==> src/pkg/pcs_cfg.svh <==
`ifndef PCS_CFG_SVH
`define PCS_CFG_SVH

// register offsets in the switch register map
`define PCS_P1_CTRL_B 8'h1d
`define PCS_P1_PARTNER 8'h1e
`define PCS_P1_OPER 8'h1f
`define PCS_P2_CTRL_B 8'h2d
`define PCS_P2_PARTNER 8'h2e
`define PCS_P2_OPER 8'h2f
`define PCS_P3_CTRL_B 8'h3d
`define PCS_P3_PARTNER 8'h3e
`define PCS_P3_OPER 8'h3f

// control register b field positions
`define PCS_CTRL_FEF_OFF 4
`define PCS_CTRL_POWER_DOWN 3
`define PCS_CTRL_XOVER_OFF 2
`define PCS_CTRL_FORCE_MDI 1
`define PCS_CTRL_LOOPBACK 0
`define PCS_CTRL_WIDTH 5

// partner status field positions
`define PCS_PART_MDIX 7
`define PCS_PART_AN_DONE 6
`define PCS_PART_LINK 5
`define PCS_PART_PAUSE 4

// operating status field positions
`define PCS_OPER_RX_FC 4
`define PCS_OPER_TX_FC 3
`define PCS_OPER_SPEED 2
`define PCS_OPER_DUPLEX 1
`define PCS_OPER_FEF 0

// reset values
`define PCS_STATUS_RESET 8'h00
`define PCS_CTRL_RESET 5'h00

// management (two-wire) access: phy addresses and register indices
`define PCS_MIIM_PHY_P1 5'h01
`define PCS_MIIM_PHY_P2 5'h02
`define PCS_MIIM_CTRL_REG 5'h1d
`define PCS_MIIM_STATUS_REG 5'h1e

`endif

==> src/pkg/pcs_pkg.sv <==
package pcs_pkg;

  // kind of register an offset selects within a port slot
  typedef enum logic [1:0] {
    PCS_SEL_NONE,
    PCS_SEL_CTRL,
    PCS_SEL_PARTNER,
    PCS_SEL_OPER
  } pcs_sel_type;

  // port slot an offset falls in
  typedef enum logic [1:0] {
    PCS_PORT_NONE,
    PCS_PORT_1,
    PCS_PORT_2,
    PCS_PORT_3
  } pcs_port_type;

endpackage

==> src/pcs_port_ctrl.sv <==
`timescale 1ns/1ps
`default_nettype none
`include "pcs_cfg.svh"

module pcs_port_ctrl #(
  parameter bit FIBER_PORT = 1'b0,
  parameter bit STRAPPED = 1'b0
) (
  input wire logic clk,
  input wire logic srst,
  input wire logic strap_xover_off,
  input wire logic strap_force_mdi,
  input wire logic wr_en,
  input wire logic [4:0] wr_data,
  input wire logic mdix_resolved,
  output logic [4:0] ctrl,
  output logic power_down,
  output logic xover_auto_off,
  output logic force_mdi,
  output logic fef_off,
  output logic loopback,
  output logic tx_on_receive_pair
);

  logic [4:0] reset_value;
  logic [4:0] next_ctrl;
  logic next_tx_pair;

  // reset value: straps only on the strapped port, sampled while srst is high
  // crossover strap
  assign reset_value = STRAPPED ?
    {2'b00, strap_xover_off, strap_force_mdi, 1'b0} : `PCS_CTRL_RESET;
  assign next_ctrl = wr_en ? wr_data : ctrl;
  assign next_tx_pair = next_ctrl[`PCS_CTRL_XOVER_OFF] ?
    next_ctrl[`PCS_CTRL_FORCE_MDI] : !mdix_resolved;

  // control bits and the phy controls they steer
  always_ff @(posedge clk) begin
    if (srst) begin
      ctrl <= reset_value;
      power_down <= 1'b0;
      xover_auto_off <= reset_value[`PCS_CTRL_XOVER_OFF];
      force_mdi <= reset_value[`PCS_CTRL_FORCE_MDI];
      fef_off <= 1'b0;
      loopback <= 1'b0;
      tx_on_receive_pair <= 1'b0;
    end else begin
      ctrl <= next_ctrl;
      power_down <= next_ctrl[`PCS_CTRL_POWER_DOWN];
      xover_auto_off <= next_ctrl[`PCS_CTRL_XOVER_OFF];
      force_mdi <= next_ctrl[`PCS_CTRL_FORCE_MDI];
      fef_off <= FIBER_PORT & next_ctrl[`PCS_CTRL_FEF_OFF];
      loopback <= next_ctrl[`PCS_CTRL_LOOPBACK];
      tx_on_receive_pair <= next_tx_pair;
    end
  end

endmodule
`default_nettype wire

==> src/pcs_regs.sv <==
`timescale 1ns/1ps
`default_nettype none
`include "pcs_cfg.svh"

module pcs_regs (
  input wire logic clk,
  input wire logic srst,
  // switch register access port
  input wire logic [7:0] reg_addr,
  input wire logic reg_wr,
  input wire logic reg_rd,
  input wire logic [7:0] reg_wdata,
  output logic [7:0] reg_rdata,
  output logic reg_rvalid,
  // two-wire management access, already deserialised
  input wire logic [4:0] miim_phy,
  input wire logic [4:0] miim_reg,
  input wire logic miim_wr,
  input wire logic miim_rd,
  input wire logic [15:0] miim_wdata,
  output logic [15:0] miim_rdata,
  output logic miim_rvalid,
  // strap pins, read during reset
  input wire logic port2_crossover_disable_strap,
  input wire logic port2_crossover_strap,
  // port 1 phy state
  input wire logic p1_mdix_resolved,
  input wire logic p1_an_done,
  input wire logic p1_link_good,
  input wire logic p1_partner_pause,
  input wire logic [3:0] p1_partner_abilities,
  input wire logic p1_rx_flow_active,
  input wire logic p1_tx_flow_active,
  input wire logic p1_speed_100,
  input wire logic p1_full_duplex,
  input wire logic p1_far_end_fault,
  // port 2 phy state
  input wire logic p2_mdix_resolved,
  input wire logic p2_an_done,
  input wire logic p2_link_good,
  input wire logic p2_partner_pause,
  input wire logic [3:0] p2_partner_abilities,
  input wire logic p2_rx_flow_active,
  input wire logic p2_tx_flow_active,
  input wire logic p2_speed_100,
  input wire logic p2_full_duplex,
  // port 3 mac state
  input wire logic p3_rx_flow_active,
  input wire logic p3_tx_flow_active,
  input wire logic p3_speed_100,
  input wire logic p3_full_duplex,
  // port 1 phy controls
  output logic p1_power_down,
  output logic p1_crossover_auto_off,
  output logic p1_force_mdi,
  output logic p1_far_end_fault_off,
  output logic p1_loopback,
  output logic p1_tx_on_receive_pair,
  // port 2 phy controls
  output logic p2_power_down,
  output logic p2_crossover_auto_off,
  output logic p2_force_mdi,
  output logic p2_loopback,
  output logic p2_tx_on_receive_pair
);

  ////////////////////////////////////////////////////////////////////////////
  // declarations

  logic [4:0] p1_ctrl;
  logic [4:0] p2_ctrl;
  logic [7:0] p1_partner;
  logic [7:0] p2_partner;
  logic [7:0] p1_oper;
  logic [7:0] p2_oper;
  logic [7:0] p3_oper;
  logic [7:0] next_p1_partner;
  logic [7:0] next_p2_partner;
  logic [7:0] next_p1_oper;
  logic [7:0] next_p2_oper;
  logic [7:0] next_p3_oper;
  logic [7:0] miim_addr;
  logic miim_hit;
  logic reg_wr_p1;
  logic reg_wr_p2;
  logic miim_wr_p1;
  logic miim_wr_p2;
  logic p1_wr_en;
  logic p2_wr_en;
  logic [4:0] p1_wr_data;
  logic [4:0] p2_wr_data;
  logic [7:0] reg_read_value;
  logic [7:0] miim_read_value;
  logic miim_phy_p1;
  logic miim_phy_p2;
  logic miim_reg_ctrl;
  logic miim_reg_status;

  ////////////////////////////////////////////////////////////////////////////
  // address decoding

  // port slot of an offset
  function automatic pcs_pkg::pcs_port_type port_of(input logic [7:0] addr);
    unique case (addr[7:4])
      4'h1: port_of = pcs_pkg::PCS_PORT_1;
      4'h2: port_of = pcs_pkg::PCS_PORT_2;
      4'h3: port_of = pcs_pkg::PCS_PORT_3;
      default: port_of = pcs_pkg::PCS_PORT_NONE;
    endcase
  endfunction

  // register kind of an offset within its slot
  function automatic pcs_pkg::pcs_sel_type sel_of(input logic [7:0] addr);
    unique case (addr[3:0])
      4'hd: sel_of = pcs_pkg::PCS_SEL_CTRL;
      4'he: sel_of = pcs_pkg::PCS_SEL_PARTNER;
      4'hf: sel_of = pcs_pkg::PCS_SEL_OPER;
      default: sel_of = pcs_pkg::PCS_SEL_NONE;
    endcase
  endfunction

  // read value of an offset; reserved and unmapped offsets read zero
  function automatic logic [7:0] read_mux(input logic [7:0] addr);
    logic [7:0] value;
    value = 8'h00;
    unique case (addr)
      `PCS_P1_CTRL_B: value = {3'b000, p1_ctrl};
      `PCS_P2_CTRL_B: value = {3'b000, p2_ctrl};
      `PCS_P1_PARTNER: value = p1_partner;
      `PCS_P2_PARTNER: value = p2_partner;
      `PCS_P1_OPER: value = p1_oper;
      `PCS_P2_OPER: value = p2_oper;
      `PCS_P3_OPER: value = p3_oper;
      `PCS_P3_CTRL_B: value = 8'h00;
      `PCS_P3_PARTNER: value = 8'h00;
      default: value = 8'h00;
    endcase
    read_mux = value;
  endfunction

  // write strobe for one port's control b register
  function automatic logic ctrl_write(input logic wr, input logic [7:0] addr,
                                      input pcs_pkg::pcs_port_type port);
    ctrl_write = wr && (port_of(addr) == port) &&
                 (sel_of(addr) == pcs_pkg::PCS_SEL_CTRL);
  endfunction

  ////////////////////////////////////////////////////////////////////////////
  // management access mapped onto the same offsets

  // which phy and which register a management request names
  assign miim_phy_p1 = (miim_phy == `PCS_MIIM_PHY_P1);
  assign miim_phy_p2 = (miim_phy == `PCS_MIIM_PHY_P2);
  assign miim_reg_ctrl = (miim_reg == `PCS_MIIM_CTRL_REG);
  assign miim_reg_status = (miim_reg == `PCS_MIIM_STATUS_REG);

  assign miim_hit = (miim_phy_p1 || miim_phy_p2) && (miim_reg_ctrl || miim_reg_status);
  assign miim_addr = !miim_hit ? 8'h00 :
                     {miim_phy_p1 ? 4'h1 : 4'h2, miim_reg_ctrl ? 4'hd : 4'he};

  ////////////////////////////////////////////////////////////////////////////
  // control writes: the register port wins over management on a clash

  assign reg_wr_p1 = ctrl_write(reg_wr, reg_addr, pcs_pkg::PCS_PORT_1);
  assign reg_wr_p2 = ctrl_write(reg_wr, reg_addr, pcs_pkg::PCS_PORT_2);
  assign miim_wr_p1 = ctrl_write(miim_wr, miim_addr, pcs_pkg::PCS_PORT_1);
  assign miim_wr_p2 = ctrl_write(miim_wr, miim_addr, pcs_pkg::PCS_PORT_2);
  assign p1_wr_en = reg_wr_p1 || miim_wr_p1;
  assign p2_wr_en = reg_wr_p2 || miim_wr_p2;
  assign p1_wr_data = reg_wr_p1 ? reg_wdata[4:0] : miim_wdata[4:0];
  assign p2_wr_data = reg_wr_p2 ? reg_wdata[4:0] : miim_wdata[4:0];

  ////////////////////////////////////////////////////////////////////////////
  // per-port control registers

  // port 1: fiber capable, no straps; loopback returns port 2 traffic
  // far-end fault disable
  pcs_port_ctrl #(
    .FIBER_PORT(1'b1),
    .STRAPPED(1'b0)
  ) u_port1 (
    .clk(clk),
    .srst(srst),
    .strap_xover_off(1'b0),
    .strap_force_mdi(1'b0),
    .wr_en(p1_wr_en),
    .wr_data(p1_wr_data),
    .mdix_resolved(p1_mdix_resolved),
    .ctrl(p1_ctrl),
    .power_down(p1_power_down),
    .xover_auto_off(p1_crossover_auto_off),
    .force_mdi(p1_force_mdi),
    .fef_off(p1_far_end_fault_off),
    .loopback(p1_loopback),
    .tx_on_receive_pair(p1_tx_on_receive_pair)
  );

  // port 2: copper only, crossover straps; loopback returns port 1 traffic
  // strap for crossover
  pcs_port_ctrl #(
    .FIBER_PORT(1'b0),
    .STRAPPED(1'b1)
  ) u_port2 (
    .clk(clk),
    .srst(srst),
    .strap_xover_off(port2_crossover_disable_strap),
    .strap_force_mdi(port2_crossover_strap),
    .wr_en(p2_wr_en),
    .wr_data(p2_wr_data),
    .mdix_resolved(p2_mdix_resolved),
    .ctrl(p2_ctrl),
    .power_down(p2_power_down),
    .xover_auto_off(p2_crossover_auto_off),
    .force_mdi(p2_force_mdi),
    .fef_off(), // no fiber on port 2: fault control drives nothing
    .loopback(p2_loopback),
    .tx_on_receive_pair(p2_tx_on_receive_pair)
  );

  ////////////////////////////////////////////////////////////////////////////
  // status register assembly

  assign next_p1_partner = {p1_mdix_resolved, p1_an_done, p1_link_good,
                            p1_partner_pause, p1_partner_abilities};
  assign next_p2_partner = {p2_mdix_resolved, p2_an_done, p2_link_good,
                            p2_partner_pause, p2_partner_abilities};

  assign next_p1_oper = {3'b000, p1_rx_flow_active, p1_tx_flow_active,
                         p1_speed_100, p1_full_duplex, p1_far_end_fault};
  assign next_p2_oper = {3'b000, p2_rx_flow_active, p2_tx_flow_active,
                         p2_speed_100, p2_full_duplex, 1'b0};
  assign next_p3_oper = {3'b000, p3_rx_flow_active, p3_tx_flow_active,
                         p3_speed_100, p3_full_duplex, 1'b0};

  // partner status snapshots, refreshed every cycle
  always_ff @(posedge clk) begin
    if (srst) begin
      p1_partner <= `PCS_STATUS_RESET;
      p2_partner <= `PCS_STATUS_RESET;
    end else begin
      p1_partner <= next_p1_partner;
      p2_partner <= next_p2_partner;
    end
  end

  // phy port operating status snapshots
  always_ff @(posedge clk) begin
    if (srst) begin
      p1_oper <= `PCS_STATUS_RESET;
      p2_oper <= `PCS_STATUS_RESET;
    end else begin
      p1_oper <= next_p1_oper;
      p2_oper <= next_p2_oper;
    end
  end

  // mac port operating status snapshot
  always_ff @(posedge clk) begin
    if (srst) begin
      p3_oper <= `PCS_STATUS_RESET;
    end else begin
      p3_oper <= next_p3_oper;
    end
  end

  ////////////////////////////////////////////////////////////////////////////
  // read answers, one cycle after the strobe

  assign reg_read_value = read_mux(reg_addr);
  assign miim_read_value = miim_hit ? read_mux(miim_addr) : 8'h00;

  // register port answer strobe, one cycle after the read
  always_ff @(posedge clk) begin
    if (srst) begin
      reg_rvalid <= 1'b0;
    end else begin
      reg_rvalid <= reg_rd;
    end
  end

  // register port read data, held until the next read
  always_ff @(posedge clk) begin
    if (srst) begin
      reg_rdata <= 8'h00;
    end else if (reg_rd) begin
      reg_rdata <= reg_read_value;
    end
  end

  // management answer strobe, one cycle after the read
  always_ff @(posedge clk) begin
    if (srst) begin
      miim_rvalid <= 1'b0;
    end else begin
      miim_rvalid <= miim_rd;
    end
  end

  // management read data, upper byte zero, held until the next read
  always_ff @(posedge clk) begin
    if (srst) begin
      miim_rdata <= 16'h0000;
    end else if (miim_rd) begin
      miim_rdata <= {8'h00, miim_read_value};
    end
  end

endmodule
`default_nettype wire
==> config.mk <==
export PLATFORM = sky130hd
export DESIGN_NAME = pcs_regs
export DESIGN_NICKNAME = d
export VERILOG_FILES = /design/src/pkg/pcs_pkg.sv /design/src/pcs_port_ctrl.sv /design/src/pcs_regs.sv
export VERILOG_INCLUDE_DIRS = /design/src /design/src/pkg
export SDC_FILE = /design/constraint.sdc
export NUM_CORES = 1
export LEC_CHECK = 0
export ABC_CLOCK_PERIOD_IN_PS = 2700
export BUFFER_PORTS_ARGS = -buffer_cell sky130_fd_sc_hd__buf_2
export CAP_MARGIN = 10
export CORE_ASPECT_RATIO = 0.7
export CORE_MARGIN = 8
export CORE_UTILIZATION = 47
export DETAILED_ROUTE_END_ITERATION = 12
export GPL_TIMING_DRIVEN = 1
export PLACE_DENSITY = 0.79
export SYNTH_ARGS = -nofsm -noshare
export SYNTH_HDL_FRONTEND = slang
export SYNTH_SLANG_ARGS = --single-unit
==> constraint.sdc <==
create_clock -name clk -period 2.7 [get_ports clk]
set_input_delay 0.405 -clock clk [delete_from_list [all_inputs] [get_ports clk]]
set_output_delay 0.405 -clock clk [all_outputs]
set_load 0.005 [all_outputs]
# [Word level (Yosys, flattened, before mapping)]
# Index checks and enable logic that the tools add are counted.
[word_totals] regBits=79 elab_cells=97
[op_classes] n_eq_ne=36 n_mux=19 n_reduce_logical=15
[op_table] operator="$pmux 8 s7" n=2
[op_table] operator="$eq 8x6->1 const B" n=4
[op_table] operator="$eq 4x4->1 const B" n=6
[op_table] operator="$eq 6x6->1 const B" n=4
[op_table] operator="$eq 8x5->1 const B" n=3
[op_table] operator="$pmux 2 s3" n=4
[op_table] operator="$eq 6x5->1 const B" n=3
[op_table] operator="$mux 5" n=3
[op_table] operator="$eq 2x1->1 const B" n=5
[op_table] operator="$eq 5x5->1 const B" n=2
[op_table] operator="$logic_and 1x1->1" n=9
[op_table] operator="$eq 2x2->1 const B" n=4
[op_table] operator="$eq 4x2->1 const B" n=2
[op_table] operator="$mux 8" n=1
[op_table] operator="$mux 6" n=1
[op_table] operator="$eq 5x1->1 const B" n=1
[op_table] operator="$eq 5x2->1 const B" n=1
[op_table] operator="$eq 4x1->1 const B" n=1
[op_table] operator="$logic_or 1x1->1" n=4
[op_table] operator="$mux 1" n=4
[op_table] operator="$mux 2" n=2
[op_table] operator="$mux 4" n=1
[op_table] operator="$mux 3" n=1
[op_table] operator="$logic_not 1->1" n=2

# [Longest topological paths before layout]
[depth] ltp_word=12 ltp_mapped=6 ltp_nobuf=5

# [Hierarchy]
# From an unflattened synthesis, not the netlist that was laid out.
[unflattened] cells_unflattened=294 area_unflattened_um2=2892.8
[modules_own_cells] mod="pcs_regs" n_inst=1 cells_per_inst=236 area_per_inst_um2=2312.2 seq_area_each_um2=940.9
[modules_own_cells] mod="pcs_port_ctrl (u_port1)" n_inst=1 cells_per_inst=28 area_per_inst_um2=291.5 seq_area_each_um2=120.1
[modules_own_cells] mod="pcs_port_ctrl (u_port2)" n_inst=1 cells_per_inst=30 area_per_inst_um2=289.0 seq_area_each_um2=120.1

# [Worst setup path before layout]
# OpenSTA, ideal clock, no wires.
[synth_path] path_type="input to register" start="in miim_phy[3]" end="reg u_port1.tx_on_receive_pair" t_arrival_ns=2.053 setup_slack_ns=0.526 cell_stages=5 path_buffers=0 cell_sequence="or4b_4 -> nor4b_4 -> mux2i_1 -> a21oi_1 -> mux2_2"
[synth_via] elab_chain_cells=12 word_cells_on_any_way=21 classes_between="eq/ne: 10; mux: 6; reduce/logical: 5"
[synth_rtl] item="start, declared" line="pcs_regs.sv:16" text="input wire logic [4:0] miim_phy,"
[synth_rtl] item="$eq 5x1->1 (no line) or $eq 5x2->1 (tied branches)"
[synth_rtl] item="$logic_or 1x1->1" line="pcs_regs.sv:157" text="assign miim_hit = (miim_phy_p1 || miim_phy_p2) && (miim_reg_ctrl || miim_reg_status);"
[synth_rtl] item="$logic_and 1x1->1" line="pcs_regs.sv:157"
[synth_rtl] item="$mux 6 *" line="pcs_regs.sv:158" text="assign miim_addr = !miim_hit ? 8'h00 :"
[synth_rtl] item="$eq 2x2->1 or $eq 2x1->1 (tied branches)" line="pcs_regs.sv:104" text="unique case (addr[7:4])"
[synth_rtl] item="$pmux 2 s3" line="pcs_regs.sv:104"
[synth_rtl] item="$eq 2x1->1" line="pcs_regs.sv:144" text="ctrl_write = wr && (port_of(addr) == port) &&"
[synth_rtl] item="$logic_and 1x1->1" line="pcs_regs.sv:144"
[synth_rtl] item="$logic_and 1x1->1 *" line="pcs_regs.sv:144"
[synth_rtl] item="$logic_or 1x1->1 *" line="pcs_regs.sv:168" text="assign p1_wr_en = reg_wr_p1 || miim_wr_p1;"
[synth_rtl] item="$mux 5 *" line="pcs_port_ctrl.sv:33" text="assign next_ctrl = wr_en ? wr_data : ctrl;"
[synth_rtl] item="$mux 1 *" line="pcs_port_ctrl.sv:34" text="assign next_tx_pair = next_ctrl[`PCS_CTRL_XOVER_OFF] ?"
[synth_rtl] item="end signal, assigned" line="pcs_port_ctrl.sv:54" text="tx_on_receive_pair <= next_tx_pair;"
[synth_rtl] item="end, declared" line="pcs_port_ctrl.sv:22" text="output logic tx_on_receive_pair"
# Mark *: on every way between the ends. The rest lies on a longest branch, timed or not.
# A chain may end at the register's enable or synchronous reset.

# [Final worst setup path]
[layout_path] start="in reg_addr[5]" end="reg reg_rdata[2]"
[layout_via] elab_chain_cells=2 word_cells_on_any_way=8 classes_between="eq/ne: 7; mux: 1"
[layout_rtl] item="start, declared" line="pcs_regs.sv:9" text="input wire logic [7:0] reg_addr,"
[layout_rtl] item="$eq 8x6->1 or $eq 8x5->1 (tied branches)" line="pcs_regs.sv:126" text="unique case (addr)"
[layout_rtl] item="$pmux 8 s7 *" line="pcs_regs.sv:126"
[layout_rtl] item="end signal, assigned" line="pcs_regs.sv:286" text="reg_rdata <= reg_read_value;"
[layout_rtl] item="end, declared" line="pcs_regs.sv:13" text="output logic [7:0] reg_rdata,"
# Marks and branches as above.

==> results.sh <==
export IMPL_clk_pin_slew_worst_paths_ns=0.06
export IMPL_boundaryPins=116
export IMPL_crit_required_ns=2.94
export IMPL_holdWs_ns=0.2735
export IMPL_fp_row_count=23
export IMPL_fill_cells=514
export IMPL_grt_use_total_pct=17.83
export IMPL_synth_area_leaders="dfxtp_1 (45%), nor2b_1 (9.7%), a22oi_1 (4.8%)"
export IMPL_clock_fmax_mhz=497.3
export IMPL_maxSlewViolCount=0
export IMPL_synthCells=278
export IMPL_grt_pass1_wl_um=11830
export IMPL_final_common_cell="buf_2"
export IMPL_cts_htree_levels=3
export IMPL_drive_gt1_share_pct=34.99
export IMPL_viasPerCell=5.325
export IMPL_cts_hold_buf=0
export IMPL_ys_seq_elements=59
export IMPL_cts_path_max_buffers=2
export IMPL_core_area_um2=5583
export IMPL_fin_tns_setup_ns=0
export IMPL_yosys_area_top_type="dfxtp_1"
export IMPL_cts_resized=0
export IMPL_die_area_um2=8329
export IMPL_finish_instance_area_um2=3371
export IMPL_cts_tree="built"
export IMPL_skew_ns=0.005115
export IMPL_crit_type="input port to register"
export IMPL_worstPathArrival_ns=2.25
export IMPL_final_cells=458
export IMPL_leakage_nw=1.410
export IMPL_outcome="finished, final reports clean"
export IMPL_cts_setup_buffers=0
export IMPL_drt_iter0_markers=159
export IMPL_drt_first_pass_iters=4
export IMPL_synth_flop_cell="dfxtp_1"
export IMPL_final_cell_mix="buf_2 (93), dfxtp_1 (59), nor2b_1 (41)"
export IMPL_cp_start_kind="input port"
export IMPL_synth_edff_count=0
export IMPL_rsz0062_at_grt="no"
export IMPL_max_cap_violations=0
export IMPL_setup_slack_ns=0.6891
export IMPL_relSlewSlack_pct=52.95
export IMPL_synth_async_reset_ratio_pct=0
export IMPL_cts_root_buf="clkbuf_8"
export IMPL_p_per_area_nw_per_um2=545.6
export IMPL_finalHoldViolCount=0
export IMPL_final_antenna_net_count=0
export IMPL_setup_viol=0
export IMPL_layout_area_overhead_vs_synth_pct=27.32
export IMPL_seq_area_um2=1181
export IMPL_period_needed_ns=2.011
export IMPL_route_detailed_drc=0
export IMPL_crit_fanout=8
export IMPL_worst_pin_slew_ns=0.7057
export IMPL_grt_max_degree=38
export IMPL_place_congestion=0.9376
export IMPL_cts_buffers=9
export IMPL_vdd_drop_max_uv=341.2
export IMPL_fin_nets=458
export IMPL_via_count=2439
export IMPL_syn_area_per_cell_um2=9.524
export IMPL_end_kind="register"
export IMPL_dpl_cell_area_um2=3188
export IMPL_antenna_found_initial=0
export IMPL_grt_pass1_vias=2467
export IMPL_grt_overflow_total=0
export IMPL_synth_top_area_share_pct=44.61
export IMPL_synth_seq_area_share_pct=44.61
export IMPL_wl_per_cell_um=16.13
export IMPL_yosysWarnings=0
export IMPL_start_util_pct=47.42
export IMPL_dp_slack_ns=0.3661
export IMPL_min_path_type="input port to register"
export IMPL_dieWidth_um=105.7
export IMPL_finalCoreUtilization_pct=60.38
export IMPL_rrSetupSlack_ns=1.37
export IMPL_synth_cell_type_count=47
export IMPL_placed_cells_incl_taps=443
export IMPL_drt_wl_total_um=7388
export IMPL_numClockSinks=59
export IMPL_hpwlAfterDp_um=5740
export IMPL_die_h_um=78.80
export IMPL_clkLatencyLatePin_ns=0.34
export IMPL_post_route_period_util_pct=74.48
export IMPL_io_buffers=93
export IMPL_multi_input_area_um2=1369
export IMPL_syn_area_um2=2648
export IMPL_insertedDiodeCount=0
export IMPL_finalPower_mw=1.839
## cells by family after synthesis
kind of cell	synth area share (%)
AND/OR/NAND/NOR	26.51
multiplexers	5.718
other	0.1416
AO/OA/AOI/OAI	18.34
flip-flops	44.61
buffers and inverters	4.678
## metal layers
metal | vias up | GRT usage [%] | wire, µm
met5 | - | 0 | 0
met4 | 0 | 7.832 | 138
met3 | 13 | 7.357 | 726
met2 | 102 | 27.46 | 3286
met1 | 1126 | 21.54 | 3237
li1 | 1198 | - | -
## synth_stat cells, types with 2 or more instances
cell type / number
a211oi_1: 8
a21oi_1: 10
a221oi_1: 5
a222oi_1: 2
a22o_1: 5
a22oi_1: 17
and4_1: 3
buf_4: 8
clkbuf_1: 9
dfxtp_1: 59
inv_1: 3
mux2_2: 2
mux2i_1: 10
nand2_1: 9
nand2b_1: 2
nand3_1: 6
nand3b_1: 2
nor2_1: 30
nor2b_1: 41
nor3_1: 4
nor3b_1: 2
nor4b_2: 2
o21ai_0: 8
o22ai_1: 6
or2_2: 2
or4b_2: 2
## sequential cells by signal, summed over array words and instances (netlist names), 4 cells and up
register and cells:
p2_oper 4, reg_rdata 8, u_port1.ctrl 5, p1_partner 8
p3_oper 4, p1_oper 5, miim_rdata 8, u_port2.ctrl 4
p2_partner 8
## worst max-delay path: stages
cell      delay, ns
buf_2          0.14
or4b_2         0.72
nor2_1         0.44
a32oi_1        0.09
and3_1         0.21
a221oi_1       0.23
## worst paths after layout
path,start,endpoint,cells after the start
hold reg to reg,reg_rdata[4],reg_rdata[4],2
hold / removal,p1_link_good,p1_partner[5],2
setup reg to reg,u_port2.ctrl[2],u_port2.tx_on_receive_pair,3
setup / recovery,reg_addr[5],reg_rdata[2],6
## final cells by class
type | instances | area share [%]
Clock inverter | 5 | 1.633
Inverter | 3 | 0.3341
Clock buffer | 10 | 3.786
Timing Repair Buffer | 102 | 15.81
Sequential cell | 59 | 35.04
Multi-Input combinational cell | 204 | 40.61
Tap cell | 75 | 2.784
## power by group
part / leakage, nW / total, mW / internal [mW] / switching, mW
logic: 0.836 / 0.171 / 0.0824 / 0.0884
registers: 0.486 / 0.922 / 0.903 / 0.0187
clock network: 0.0881 / 0.746 / 0.417 / 0.329
Power figures use the tool's default switching activity.
